--- config.mk ---
export PLATFORM = sky130hd
export DESIGN_NAME = interrupt_control_unit
export DESIGN_NICKNAME = d
export VERILOG_FILES = /design/src/core/interrupt_control_unit.v /design/src/core/icu_prio_encoder.v
export VERILOG_INCLUDE_DIRS = /design/src /design/src/core
export SDC_FILE = /design/constraint.sdc
export NUM_CORES = 1
export LEC_CHECK = 0
export ABC_CLOCK_PERIOD_IN_PS = 1430
export BUFFER_PORTS_ARGS = -buffer_cell sky130_fd_sc_hd__buf_2
export CAP_MARGIN = 20
export CORE_MARGIN = 3
export CORE_UTILIZATION = 50
export CTS_BUF_LIST = sky130_fd_sc_hd__clkbuf_4 sky130_fd_sc_hd__clkbuf_8
export CTS_CLUSTER_SIZE = 20
export DETAILED_ROUTE_END_ITERATION = 6
export PLACE_DENSITY = 0.82
export SYNTH_ARGS = -nofsm -noshare
export SYNTH_HDL_FRONTEND = slang
export SYNTH_SLANG_ARGS = --single-unit
--- constraint.sdc ---
create_clock -name clk_i -period 1.43 [get_ports clk_i]
set_input_delay 0.143 -clock clk_i [delete_from_list [all_inputs] [get_ports clk_i]]
set_output_delay 0.143 -clock clk_i [all_outputs]
set_load 0.02 [all_outputs]
--- src/core/icu_defines.vh ---
/*
 * Register offsets, field positions and reset values of the interrupt control unit.
 * Assumes a Wishbone classic slave with 32-bit data, one register per aligned word.
 */
`ifndef ICU_DEFINES_VH
`define ICU_DEFINES_VH

// ----------------------------------------
// Register indices (byte address = 4 * index)
// ----------------------------------------
`define ICU_IDX_VECTOR     4'h0
`define ICU_IDX_NMI_STAT   4'h1
`define ICU_IDX_TRAP_CTRL  4'h2
`define ICU_IDX_LEVEL_LOW  4'h5
`define ICU_IDX_LEVEL_HIGH 4'h6
`define ICU_IDX_ENA_LOW    4'h7
`define ICU_IDX_ENA_HIGH   4'h8

// ----------------------------------------
// Fields
// ----------------------------------------
`define ICU_EXT_BIT        0
`define ICU_EN_BIT         0
`define ICU_PIN_BIT        1
`define ICU_LCK_BIT        2
`define ICU_TST_BIT        3
`define ICU_VEC_BASE       6'h10
`define ICU_ENA_RESET      16'hFFFF

`endif

--- src/core/interrupt_control_unit.v ---
/*
 * Interrupt control unit: 31 level maskable requests, one external
 * non-maskable input, vector register and Wishbone classic slave.
 * Assumes irq_i and nmi_n_i are asynchronous to clk_i; synchronous reset.
 */
// Our own choices: the register addresses and the Wishbone register port.
`include "icu_defines.vh"

module interrupt_control_unit #(
	parameter NREQ = 32
) (
	input wire clk_i,
	input wire rst_i,
	input wire wb_cyc_i,
	input wire wb_stb_i,
	input wire wb_we_i,
	input wire [5:2] wb_adr_i,
	input wire [3:0] wb_sel_i,
	input wire [31:0] wb_dat_i,
	output reg [31:0] wb_dat_o,
	output reg wb_ack_o,
	output reg wb_err_o,
	input wire [NREQ-1:1] irq_i,
	input wire nmi_n_i,
	input wire inta_i,
	output reg irq_o,
	output reg nmi_o,
	output reg [7:0] vector_o
);
	// ----------------------------------------
	// Input synchronisers
	// ----------------------------------------
	reg [NREQ-1:1] irq_meta_q;
	reg [NREQ-1:1] irq_sync_q;
	reg nmi_meta_q;
	reg nmi_sync_q;
	reg nmi_last_q;

	always @(posedge clk_i) begin
		if (rst_i) begin
			irq_meta_q <= {(NREQ-1){1'b0}};
			irq_sync_q <= {(NREQ-1){1'b0}};
			nmi_meta_q <= 1'b1;
			nmi_sync_q <= 1'b1;
			nmi_last_q <= 1'b1;
		end else begin
			irq_meta_q <= irq_i;
			irq_sync_q <= irq_meta_q;
			nmi_meta_q <= nmi_n_i;
			nmi_sync_q <= nmi_meta_q;
			nmi_last_q <= nmi_sync_q;
		end
	end

	// ----------------------------------------
	// Register state
	// ----------------------------------------
	reg [15:0] request_enable_low_q;
	reg [15:0] request_enable_high_q;
	reg external_request_flag_q;
	reg trap_enable_q;
	reg trap_enable_lock_q;
	reg trap_test_bit_q;

	wire [NREQ-1:0] raw_level;
	wire [NREQ-1:0] enables;
	wire [NREQ-1:0] pending;
	wire [4:0] win_idx;
	wire any_pending;
	wire nmi_fall;
	wire trap_armed;
	wire acc;
	wire wr;
	wire rd;
	wire mapped;
	reg [31:0] rd_data;

	assign raw_level = {irq_sync_q, 1'b0};
	assign enables = {request_enable_high_q, request_enable_low_q};
	assign pending = raw_level & enables & {{(NREQ-1){1'b1}}, 1'b0};

	assign trap_armed = trap_enable_lock_q | trap_enable_q;
	assign nmi_fall = nmi_last_q & ~nmi_sync_q;

	assign acc = wb_cyc_i & wb_stb_i & ~wb_ack_o & ~wb_err_o;
	assign wr = acc & wb_we_i & mapped;
	assign rd = acc & ~wb_we_i & mapped;

	icu_prio_encoder #(
		.N(NREQ),
		.W(5)
	) u_prio (
		.req_i(pending),
		.idx_o(win_idx),
		.any_o(any_pending)
	);

	// ----------------------------------------
	// Address decode and read mux
	// ----------------------------------------
	assign mapped = (wb_adr_i == `ICU_IDX_VECTOR) | (wb_adr_i == `ICU_IDX_NMI_STAT) |
		(wb_adr_i == `ICU_IDX_TRAP_CTRL) | (wb_adr_i == `ICU_IDX_LEVEL_LOW) |
		(wb_adr_i == `ICU_IDX_LEVEL_HIGH) | (wb_adr_i == `ICU_IDX_ENA_LOW) |
		(wb_adr_i == `ICU_IDX_ENA_HIGH);

	always @* begin
		rd_data = 32'h00000000;
		case (wb_adr_i)
			`ICU_IDX_VECTOR: begin
				rd_data[7:0] = vector_o;
			end
			`ICU_IDX_NMI_STAT: begin
				rd_data[`ICU_EXT_BIT] = external_request_flag_q;
			end
			`ICU_IDX_TRAP_CTRL: begin
				rd_data[`ICU_EN_BIT] = trap_enable_q;
				rd_data[`ICU_PIN_BIT] = ~nmi_sync_q;
				rd_data[`ICU_LCK_BIT] = trap_enable_lock_q;
				rd_data[`ICU_TST_BIT] = trap_test_bit_q;
			end
			`ICU_IDX_LEVEL_LOW: begin
				rd_data[15:0] = raw_level[15:0];
			end
			`ICU_IDX_LEVEL_HIGH: begin
				rd_data[15:0] = raw_level[31:16];
			end
			`ICU_IDX_ENA_LOW: begin
				rd_data[15:0] = request_enable_low_q;
			end
			`ICU_IDX_ENA_HIGH: begin
				rd_data[15:0] = request_enable_high_q;
			end
			default: begin
				rd_data = 32'h00000000;
			end
		endcase
	end

	// ----------------------------------------
	// Bus answer
	// ----------------------------------------
	// One-cycle registered answer; unmapped addresses get err
	always @(posedge clk_i) begin
		if (rst_i) begin
			wb_ack_o <= 1'b0;
			wb_err_o <= 1'b0;
			wb_dat_o <= 32'h00000000;
		end else begin
			wb_ack_o <= acc & mapped;
			wb_err_o <= acc & ~mapped;
			wb_dat_o <= (acc & ~wb_we_i & mapped) ? rd_data : 32'h00000000;
		end
	end

	// ----------------------------------------
	// Enable registers
	// ----------------------------------------
	always @(posedge clk_i) begin
		if (rst_i) begin
			request_enable_low_q <= `ICU_ENA_RESET;
			request_enable_high_q <= `ICU_ENA_RESET;
		end else if (wr) begin
			if (wb_adr_i == `ICU_IDX_ENA_LOW) begin
				if (wb_sel_i[0]) begin
					request_enable_low_q[7:0] <= wb_dat_i[7:0];
				end
				if (wb_sel_i[1]) begin
					request_enable_low_q[15:8] <= wb_dat_i[15:8];
				end
			end
			if (wb_adr_i == `ICU_IDX_ENA_HIGH) begin
				if (wb_sel_i[0]) begin
					request_enable_high_q[7:0] <= wb_dat_i[7:0];
				end
				if (wb_sel_i[1]) begin
					request_enable_high_q[15:8] <= wb_dat_i[15:8];
				end
			end
		end
	end

	// ----------------------------------------
	// Non-maskable trap control
	// ----------------------------------------
	wire ctrl_wr;
	wire stat_rd;
	wire nmi_take;

	assign ctrl_wr = wr & (wb_adr_i == `ICU_IDX_TRAP_CTRL) & wb_sel_i[0];
	assign stat_rd = rd & (wb_adr_i == `ICU_IDX_NMI_STAT);
	assign nmi_take = nmi_fall & trap_armed;

	always @(posedge clk_i) begin
		if (rst_i) begin
			trap_enable_q <= 1'b0;
			trap_enable_lock_q <= 1'b0;
			trap_test_bit_q <= 1'b0;
			external_request_flag_q <= 1'b0;
		end else begin
			if (nmi_take) begin
				external_request_flag_q <= 1'b1;
			end else if (stat_rd) begin
				external_request_flag_q <= 1'b0;
			end
			if (nmi_take) begin
				trap_enable_q <= 1'b0;
			end else if (ctrl_wr) begin
				if (!wb_dat_i[`ICU_EN_BIT]) begin
					trap_enable_q <= 1'b0;
				end else if (!external_request_flag_q) begin
					trap_enable_q <= 1'b1;
				end
			end
			if (ctrl_wr && wb_dat_i[`ICU_LCK_BIT]) begin
				trap_enable_lock_q <= 1'b1;
			end
			if (ctrl_wr) begin
				trap_test_bit_q <= wb_dat_i[`ICU_TST_BIT];
			end
		end
	end

	// ----------------------------------------
	// Outputs to the core
	// ----------------------------------------
	// Vector frozen while inta_i is high so the acknowledge read sees one value
	always @(posedge clk_i) begin
		if (rst_i) begin
			vector_o <= {2'b00, `ICU_VEC_BASE};
			irq_o <= 1'b0;
			nmi_o <= 1'b0;
		end else begin
			if (!inta_i) begin
				vector_o <= {2'b00, `ICU_VEC_BASE + {1'b0, win_idx}};
			end
			irq_o <= any_pending;
			nmi_o <= nmi_take;
		end
	end
endmodule

--- src/core/icu_prio_encoder.v ---
/*
 * Fixed-priority encoder: highest set bit of the pending vector wins.
 * Assumes bit 0 is already forced low by the caller when unused.
 */
module icu_prio_encoder #(
	parameter N = 32,
	parameter W = 5
) (
	input wire [N-1:0] req_i,
	output reg [W-1:0] idx_o,
	output wire any_o
);
	integer k;

	assign any_o = |req_i;

	// Scan upward so higher numbers overwrite lower ones
	always @* begin
		idx_o = {W{1'b0}};
		for (k = 0; k < N; k = k + 1) begin
			if (req_i[k]) begin
				idx_o = k[W-1:0];
			end
		end
	end
endmodule

==> results of run 1 <==
==> kinds of logic (layout without fill, tap and decap cells) <==
family	Yosys count	in the layout	synth area share, %
AOI/OAI and AO/OA	96	96	13.8
buffers and inverters	46	229	5.29
DFF	127	127	49.1
muxes	51	51	10.3
other	1	18	0.0724
and+or+nand+nor	202	202	21.5
==> critical path, stage by stage (launching register included) <==
cell	delay, ns
dfxtp_2	0.32
and4bb_4	0.38
nand3_4	0.14
nor2_8	0.23
mux2i_1	0.24
nand2_1	0.06
==> repair_timing <==
item,CTS,global route
buffers inserted,0,1
hold buffers,48,0
setup endpoints to repair,35,46
hold endpoints to repair,65,0
gates resized for setup,1,23
pin swaps,11,19
==> metrics by stage <==
stage                     cells  worst slack (ns)  hold WS (ns)  power [mW]
after CTS                   855            -0.104        0.0522        7.86
after detailed placement    775           -0.0731         0.334        4.57
after global placement      775           -0.0549         0.327        4.55
final                       856           -0.0792        0.0839        7.82
after floorplan             540           -0.0410         0.247        4.29
after global routing        856            -0.204        0.0753        8.14
==> registers in the layout, summed over array words and instances (netlist names) <==
name,count
irq_meta_q,31
irq_sync_q,31
request_enable_high_q,16
request_enable_low_q,16
wb_dat_o,16
vector_o,6
external_request_flag_q,1
irq_o,1
nmi_last_q,1
nmi_meta_q,1
nmi_o,1
nmi_sync_q,1
trap_enable_lock_q,1
trap_enable_q,1
trap_test_bit_q,1
wb_ack_o,1
wb_err_o,1
==> metal layers <==
layer  share of wire (%)  vias up  track usage, %
li1                    -     2167               -
met1                  42     2075            29.3
met2                  48      234            39.4
met3                 7.4       43            4.74
met4                 2.7        0            9.74
met5                   0        -               0
==> cell usage after synthesis (all sizes together), types with 6 or more instances <==
cell type / instances / share of area (%)
clkbuf: 14 / 1.0
a22oi: 23 / 3.3
nand3: 11 / 1.7
buf: 28 / 4.0
mux2: 17 / 3.7
nor2b: 63 / 7.6
a221oi: 6 / 1.0
mux2i: 34 / 6.6
nor2: 43 / 4.0
a21oi: 19 / 1.9
nor3: 7 / 0.87
o21ai: 12 / 1.2
nand2: 59 / 4.3
dfxtp: 127 / 49
==> how the worst min path moves through the flow <==
stage / from / end / slack (ns) / cells after the start
after CTS: inta_i / vector_o[4]$_SDFFE_PP1N_ / 0.05 / 2
after detailed placement: nmi_n_i / nmi_meta_q$_SDFF_PP1_ / 0.33 / 2
final: inta_i / vector_o[4]$_SDFFE_PP1N_ / 0.08 / 2
after global routing: inta_i / vector_o[4]$_SDFFE_PP1N_ / 0.08 / 2
after global placement: nmi_n_i / nmi_meta_q$_SDFF_PP1_ / 0.33 / 2
after floorplan: nmi_n_i / nmi_meta_q$_SDFF_PP1_ / 0.25 / 1
==> placed cells by master (no fill, tap or decap), types with 4 or more instances in the layout <==
| cell | synthesis | final |
|---|---|---|
| a21oi_1 | 18 | 18 |
| dfxtp_1 | 127 | 121 |
| mux2_2 | 17 | 17 |
| nor2b_1 | 63 | 63 |
| nor3_1 | 5 | 4 |
| inv_6 | 0 | 5 |
| inv_1 | 4 | 4 |
| a32oi_1 | 4 | 4 |
| dlygate4sd3_1 | 0 | 48 |
| conb_1 | 1 | 18 |
| a22oi_1 | 23 | 19 |
| nand2_1 | 58 | 57 |
| a22o_1 | 5 | 5 |
| inv_8 | 0 | 4 |
| buf_4 | 19 | 56 |
| a22oi_2 | 0 | 4 |
| nor2_1 | 39 | 39 |
| buf_2 | 6 | 85 |
| clkbuf_8 | 0 | 17 |
| o21ai_1 | 1 | 4 |
| mux2i_1 | 34 | 32 |
| o21ai_0 | 10 | 7 |
| buf_12 | 0 | 4 |
| nand3_1 | 7 | 6 |
| dfxtp_2 | 0 | 6 |
==> power groups by stage <==
stage | Combinational [mW] | Sequential (mW) | Clock (mW)
floorplan | 0.495 | 3.79 | 0
global placement | 0.763 | 3.79 | 0
detailed placement | 0.778 | 3.80 | 0
CTS | 0.882 | 3.71 | 3.26
global route | 0.998 | 3.73 | 3.41
finish | 0.920 | 3.72 | 3.18
==> final cells by class <==
class / count / area (µm²) / area share, %
inverter: 4 / 15.0 / 0.213
multi-input combinational: 367 / 2510 / 35.5
clock buffer: 18 / 241 / 3.42
tap: 133 / 166 / 2.36
timing repair buffer: 193 / 1410 / 19.9
sequential: 127 / 2550 / 36.1
clock inverter: 14 / 171 / 2.43
==> impl_metrics.json, run 1 <==
{
  "status": "complete, but fails checks",
  "failed_checks": "setup timing",
  "p_clk_share_pct": 40.7,
  "pin_count": 122,
  "hold_viol_final": 0,
  "drt-initial-drc-count": 244,
  "finClkSkew_ns": 0.0144,
  "syn_inst": 523,
  "post-route-min-period_ns": 1.51,
  "clockRootBuffer": "clkbuf_8",
  "clkTransAtPathRegs_ns": 0.08,
  "insertion_delay_ns": 0.43,
  "p_leak_nw": 2.97,
  "cts_buffer_depth": 2,
  "cp-end-kind": "flop",
  "cts_tree": "yes",
  "async_reset_ff_share_pct": 0,
  "tns_ns": -0.972,
  "dr_total_vias": 4519,
  "switching_power_mw": 2.07,
  "syn_to_final_growth_pct": 36.3,
  "h-tree-depth": 4,
  "cp-start-kind": "flop",
  "grt_setup_unrepaired": "yes",
  "hpwlAfterDp_mm": 9.66,
  "crit_fanout": 8,
  "antenna_left": 0,
  "die_x_um": 108,
  "place_area_um2": 6070,
  "synth_cell_types": 59,
  "drive_gt1_share_pct": 32.4,
  "synthesis.area_um2": 5180,
  "r2r_start": "wb_ack_o$_SDFF_PP0_",
  "utilization_pct": 71.2,
  "firstDrtPassIters": 5,
  "ys_warn_count": 0,
  "grt_usage_pct": 23.5,
  "dieArea_um2": 11600,
  "synth_edf_count": 0,
  "crit_end": "request_enable_low_q[5]$_SDFFE_PP1P_",
  "seqPwrFrac_pct": 47.6,
  "vias_per_cell": 5.28,
  "critical_path_class": "flop to flop",
  "worst_ep_required_time_ns": 1.72,
  "max-cap-violations": 0,
  "core.rowCount": 36,
  "r2r_slack_ns": -0.08,
  "critPathLaunch": "wb_ack_o$_SDFF_PP0_",
  "ir_worst_vdd_uv": 806,
  "gp_congestion": 0.937,
  "synth_seq_cells": 127,
  "ys_seq_area_share_pct": 49.1,
  "avgSynthCellArea_um2": 9.90,
  "grt_overflow_total": 0,
  "rr_worst_depth": 5,
  "final_cell_area_um2": 7060,
  "drc": 0,
  "antenna_found_initial": 0,
  "slew_viol_final": 0,
  "fillers": 733,
  "antenna_cells": 0,
  "numPortBuffers": 85,
  "cts_buffers": 17,
  "hold_class": "input pin to flop",
  "setup_viol_count_final": 31,
  "arrival_ns": 1.80,
  "fmax_mhz": 663,
  "grt_pass1_wl_mm": 21.3,
  "finalCritPeriodShare_pct": 106,
  "cts_sinks": 127,
  "p_sw_share_pct": 26.5,
  "grt_pass1_vias": 4424,
  "grt_max_degree": 73,
  "start_util_pct": 52.2,
  "core_region_area_um2": 9910,
  "wire_per_inst_um": 15.6,
  "intPower_mw": 5.75,
  "comb_power_share_pct": 11.8,
  "finalWorstSetupSlack_ns": -0.0792,
  "synth_flop_cell": "dfxtp_1",
  "reg2reg_to": "request_enable_low_q[5]$_SDFFE_PP1P_",
  "nets": 788,
  "wirelength_mm": 13.4,
  "power_density_nw_per_um2": 1110,
  "die_y_um": 108
}
Note: power is estimated with default switching activity, not from simulation.
==> inputs of run 2 (changes only) <==
- CORE_UTILIZATION: 50 -> 30
- PLACE_DENSITY: 0.82 -> 0.55
==> run 2 against run 1 <==
  * The run ends with hold timing, setup timing left
  * Total power is 2.1% higher
  * First-iteration DRC count is 27% higher
  * Clock skew is 0.0020 ns lower
  * Sequential power hardly changed
  * Die area is 63% higher
  * Combinational power is 4.2% higher
  * Flip-flop and latch count stayed put
  * Routed wire length is 8.0% higher
  * Largest power group unchanged
  * Register-to-register slack worse by 0.03 ns
  * Critical path depth stayed put
  * Critical path type unchanged
==> impl_metrics.json, run 2 (synthesis gave the netlist of run 1 again) <==
{
  "finalHoldWorstSlack_ns": -0.00379,
  "fmax_mhz": 650,
  "dieArea_um2": 18900,
  "dpl_worst_slack_ns": -0.110,
  "setup_viol_count_final": 32,
  "grt_pass1_vias": 4416,
  "hpwlAfterDp_mm": 11.1,
  "hold_class": "input pin to flop",
  "status": "complete, but fails checks",
  "vias_per_cell": 4.60,
  "antenna_left": 0,
  "die_x_um": 137,
  "cts_buffers": 17,
  "drt-initial-drc-count": 310,
  "utilization_pct": 43.8,
  "cp-start-kind": "flop",
  "syn_to_final_growth_pct": 41.8,
  "cts_buffer_depth": 2,
  "finalWorstSetupSlack_ns": -0.109,
  "die_y_um": 137,
  "nets": 802,
  "wirelength_mm": 14.5,
  "p_total_mw": 7.98,
  "failed_checks": "hold timing, setup timing",
  "final_cell_area_um2": 7340,
  "dr_total_vias": 4398,
  "cp-end-kind": "flop",
  "finalCritPeriodShare_pct": 108,
  "ir_worst_vdd_uv": 571,
  "grt_overflow_total": 0,
  "firstDrtPassIters": 4,
  "crit_fanout": 8,
  "insertion_delay_ns": 0.44,
  "dp_cells": 875,
  "gp_congestion": 0.925,
  "start_util_pct": 30.9,
  "core_region_area_um2": 16800,
  "h-tree-depth": 4,
  "hold_viol_final": 1,
  "p_leak_nw": 3.04,
  "numPortBuffers": 85,
  "post-route-min-period_ns": 1.54,
  "critical_path_class": "flop to flop",
  "rr_worst_depth": 5,
  "grt_usage_pct": 16.1,
  "grt_max_degree": 30,
  "drc": 0,
  "antenna_found_initial": 0,
  "place_area_um2": 6290,
  "layout_commonest_cell": "dfxtp_1",
  "top_regs": "irq_meta_q (31), irq_sync_q (31)",
  "tns_ns": -2.16,
  "grt_setup_unrepaired": "yes",
  "cts_sinks": 127,
  "finClkSkew_ns": 0.0123,
  "clkTransAtPathRegs_ns": 0.07,
  "fillers": 1641,
  "antenna_cells": 0,
  "core.rowCount": 47,
  "seqCellArea_um2": 2550,
  "clockRootBuffer": "clkbuf_8",
  "drive_gt1_share_pct": 34.7,
  "max-cap-violations": 0,
  "mostFrequentLayoutCells": "dfxtp_1 (117), buf_2 (85), buf_4 (67), nor2b_1 (63), nand2_1 (57)",
  "slew_viol_final": 0,
  "arrival_ns": 1.86,
  "wire_per_inst_um": 15.1,
  "pin_count": 122,
  "cts_tree": "yes",
  "power_density_nw_per_um2": 1090,
  "hold_path_depth": 3,
  "worst_ep_required_time_ns": 1.75,
  "grt_pass1_wl_mm": 23.1,
  "instances_no_fill": 957,
  "multi_input_area_um2": 2530
}
-- run 2: worst paths after layout --
check	endpoint	from	slack [ns]
worst max-delay path	request_enable_low_q[3]$_SDFFE_PP1P_	wb_ack_o$_SDFF_PP0_	-0.11
worst min register to register	nmi_sync_q$_SDFF_PP1_	nmi_meta_q$_SDFF_PP1_	0.42
worst min-delay path	wb_ack_o$_SDFF_PP0_	wb_cyc_i	-0.004
worst max register to register	request_enable_low_q[3]$_SDFFE_PP1P_	wb_ack_o$_SDFF_PP0_	-0.11
-- run 2: timing repair --
item | 4_1_cts | 5_1_grt
resized for setup | 9 | 25
hold endpoints to repair | 67 | 0
setup endpoints to repair | 37 | 45
pin swaps | 8 | 19
setup buffers | 1 | 0
hold buffers | 50 | 0
-- run 2: metal layers --
metal,vias to the layer above,share of wire (%),GRT usage (%)
met3,22,6.5,4.31
met2,166,43,24.3
met5,-,0,0
met1,2012,48,21.9
li1,2198,-,-
met4,0,2.2,6.26
-- run 2: area by class of cell --
type,instances,area share (%)
Multi-Input combinational cell,367,34.5
Timing Repair Buffer,207,20.8
Inverter,4,0.205
Tap cell,220,3.75
Sequential cell,127,34.8
Clock buffer,21,3.77
Clock inverter,11,2.11
-- run 2: critical path, stage by stage, from the launching register on --
cell	delay [ns]
dfxtp_2	0.33
and4bb_4	0.39
nand3_4	0.15
nor2_8	0.23
mux2i_1	0.24
nand2_1	0.07
-- run 2: power breakdown --
part	switching (mW)	total, mW	internal, mW
Clock	1.43	3.30	1.87
Combinational	0.475	0.959	0.483
Sequential	0.0751	3.72	3.65
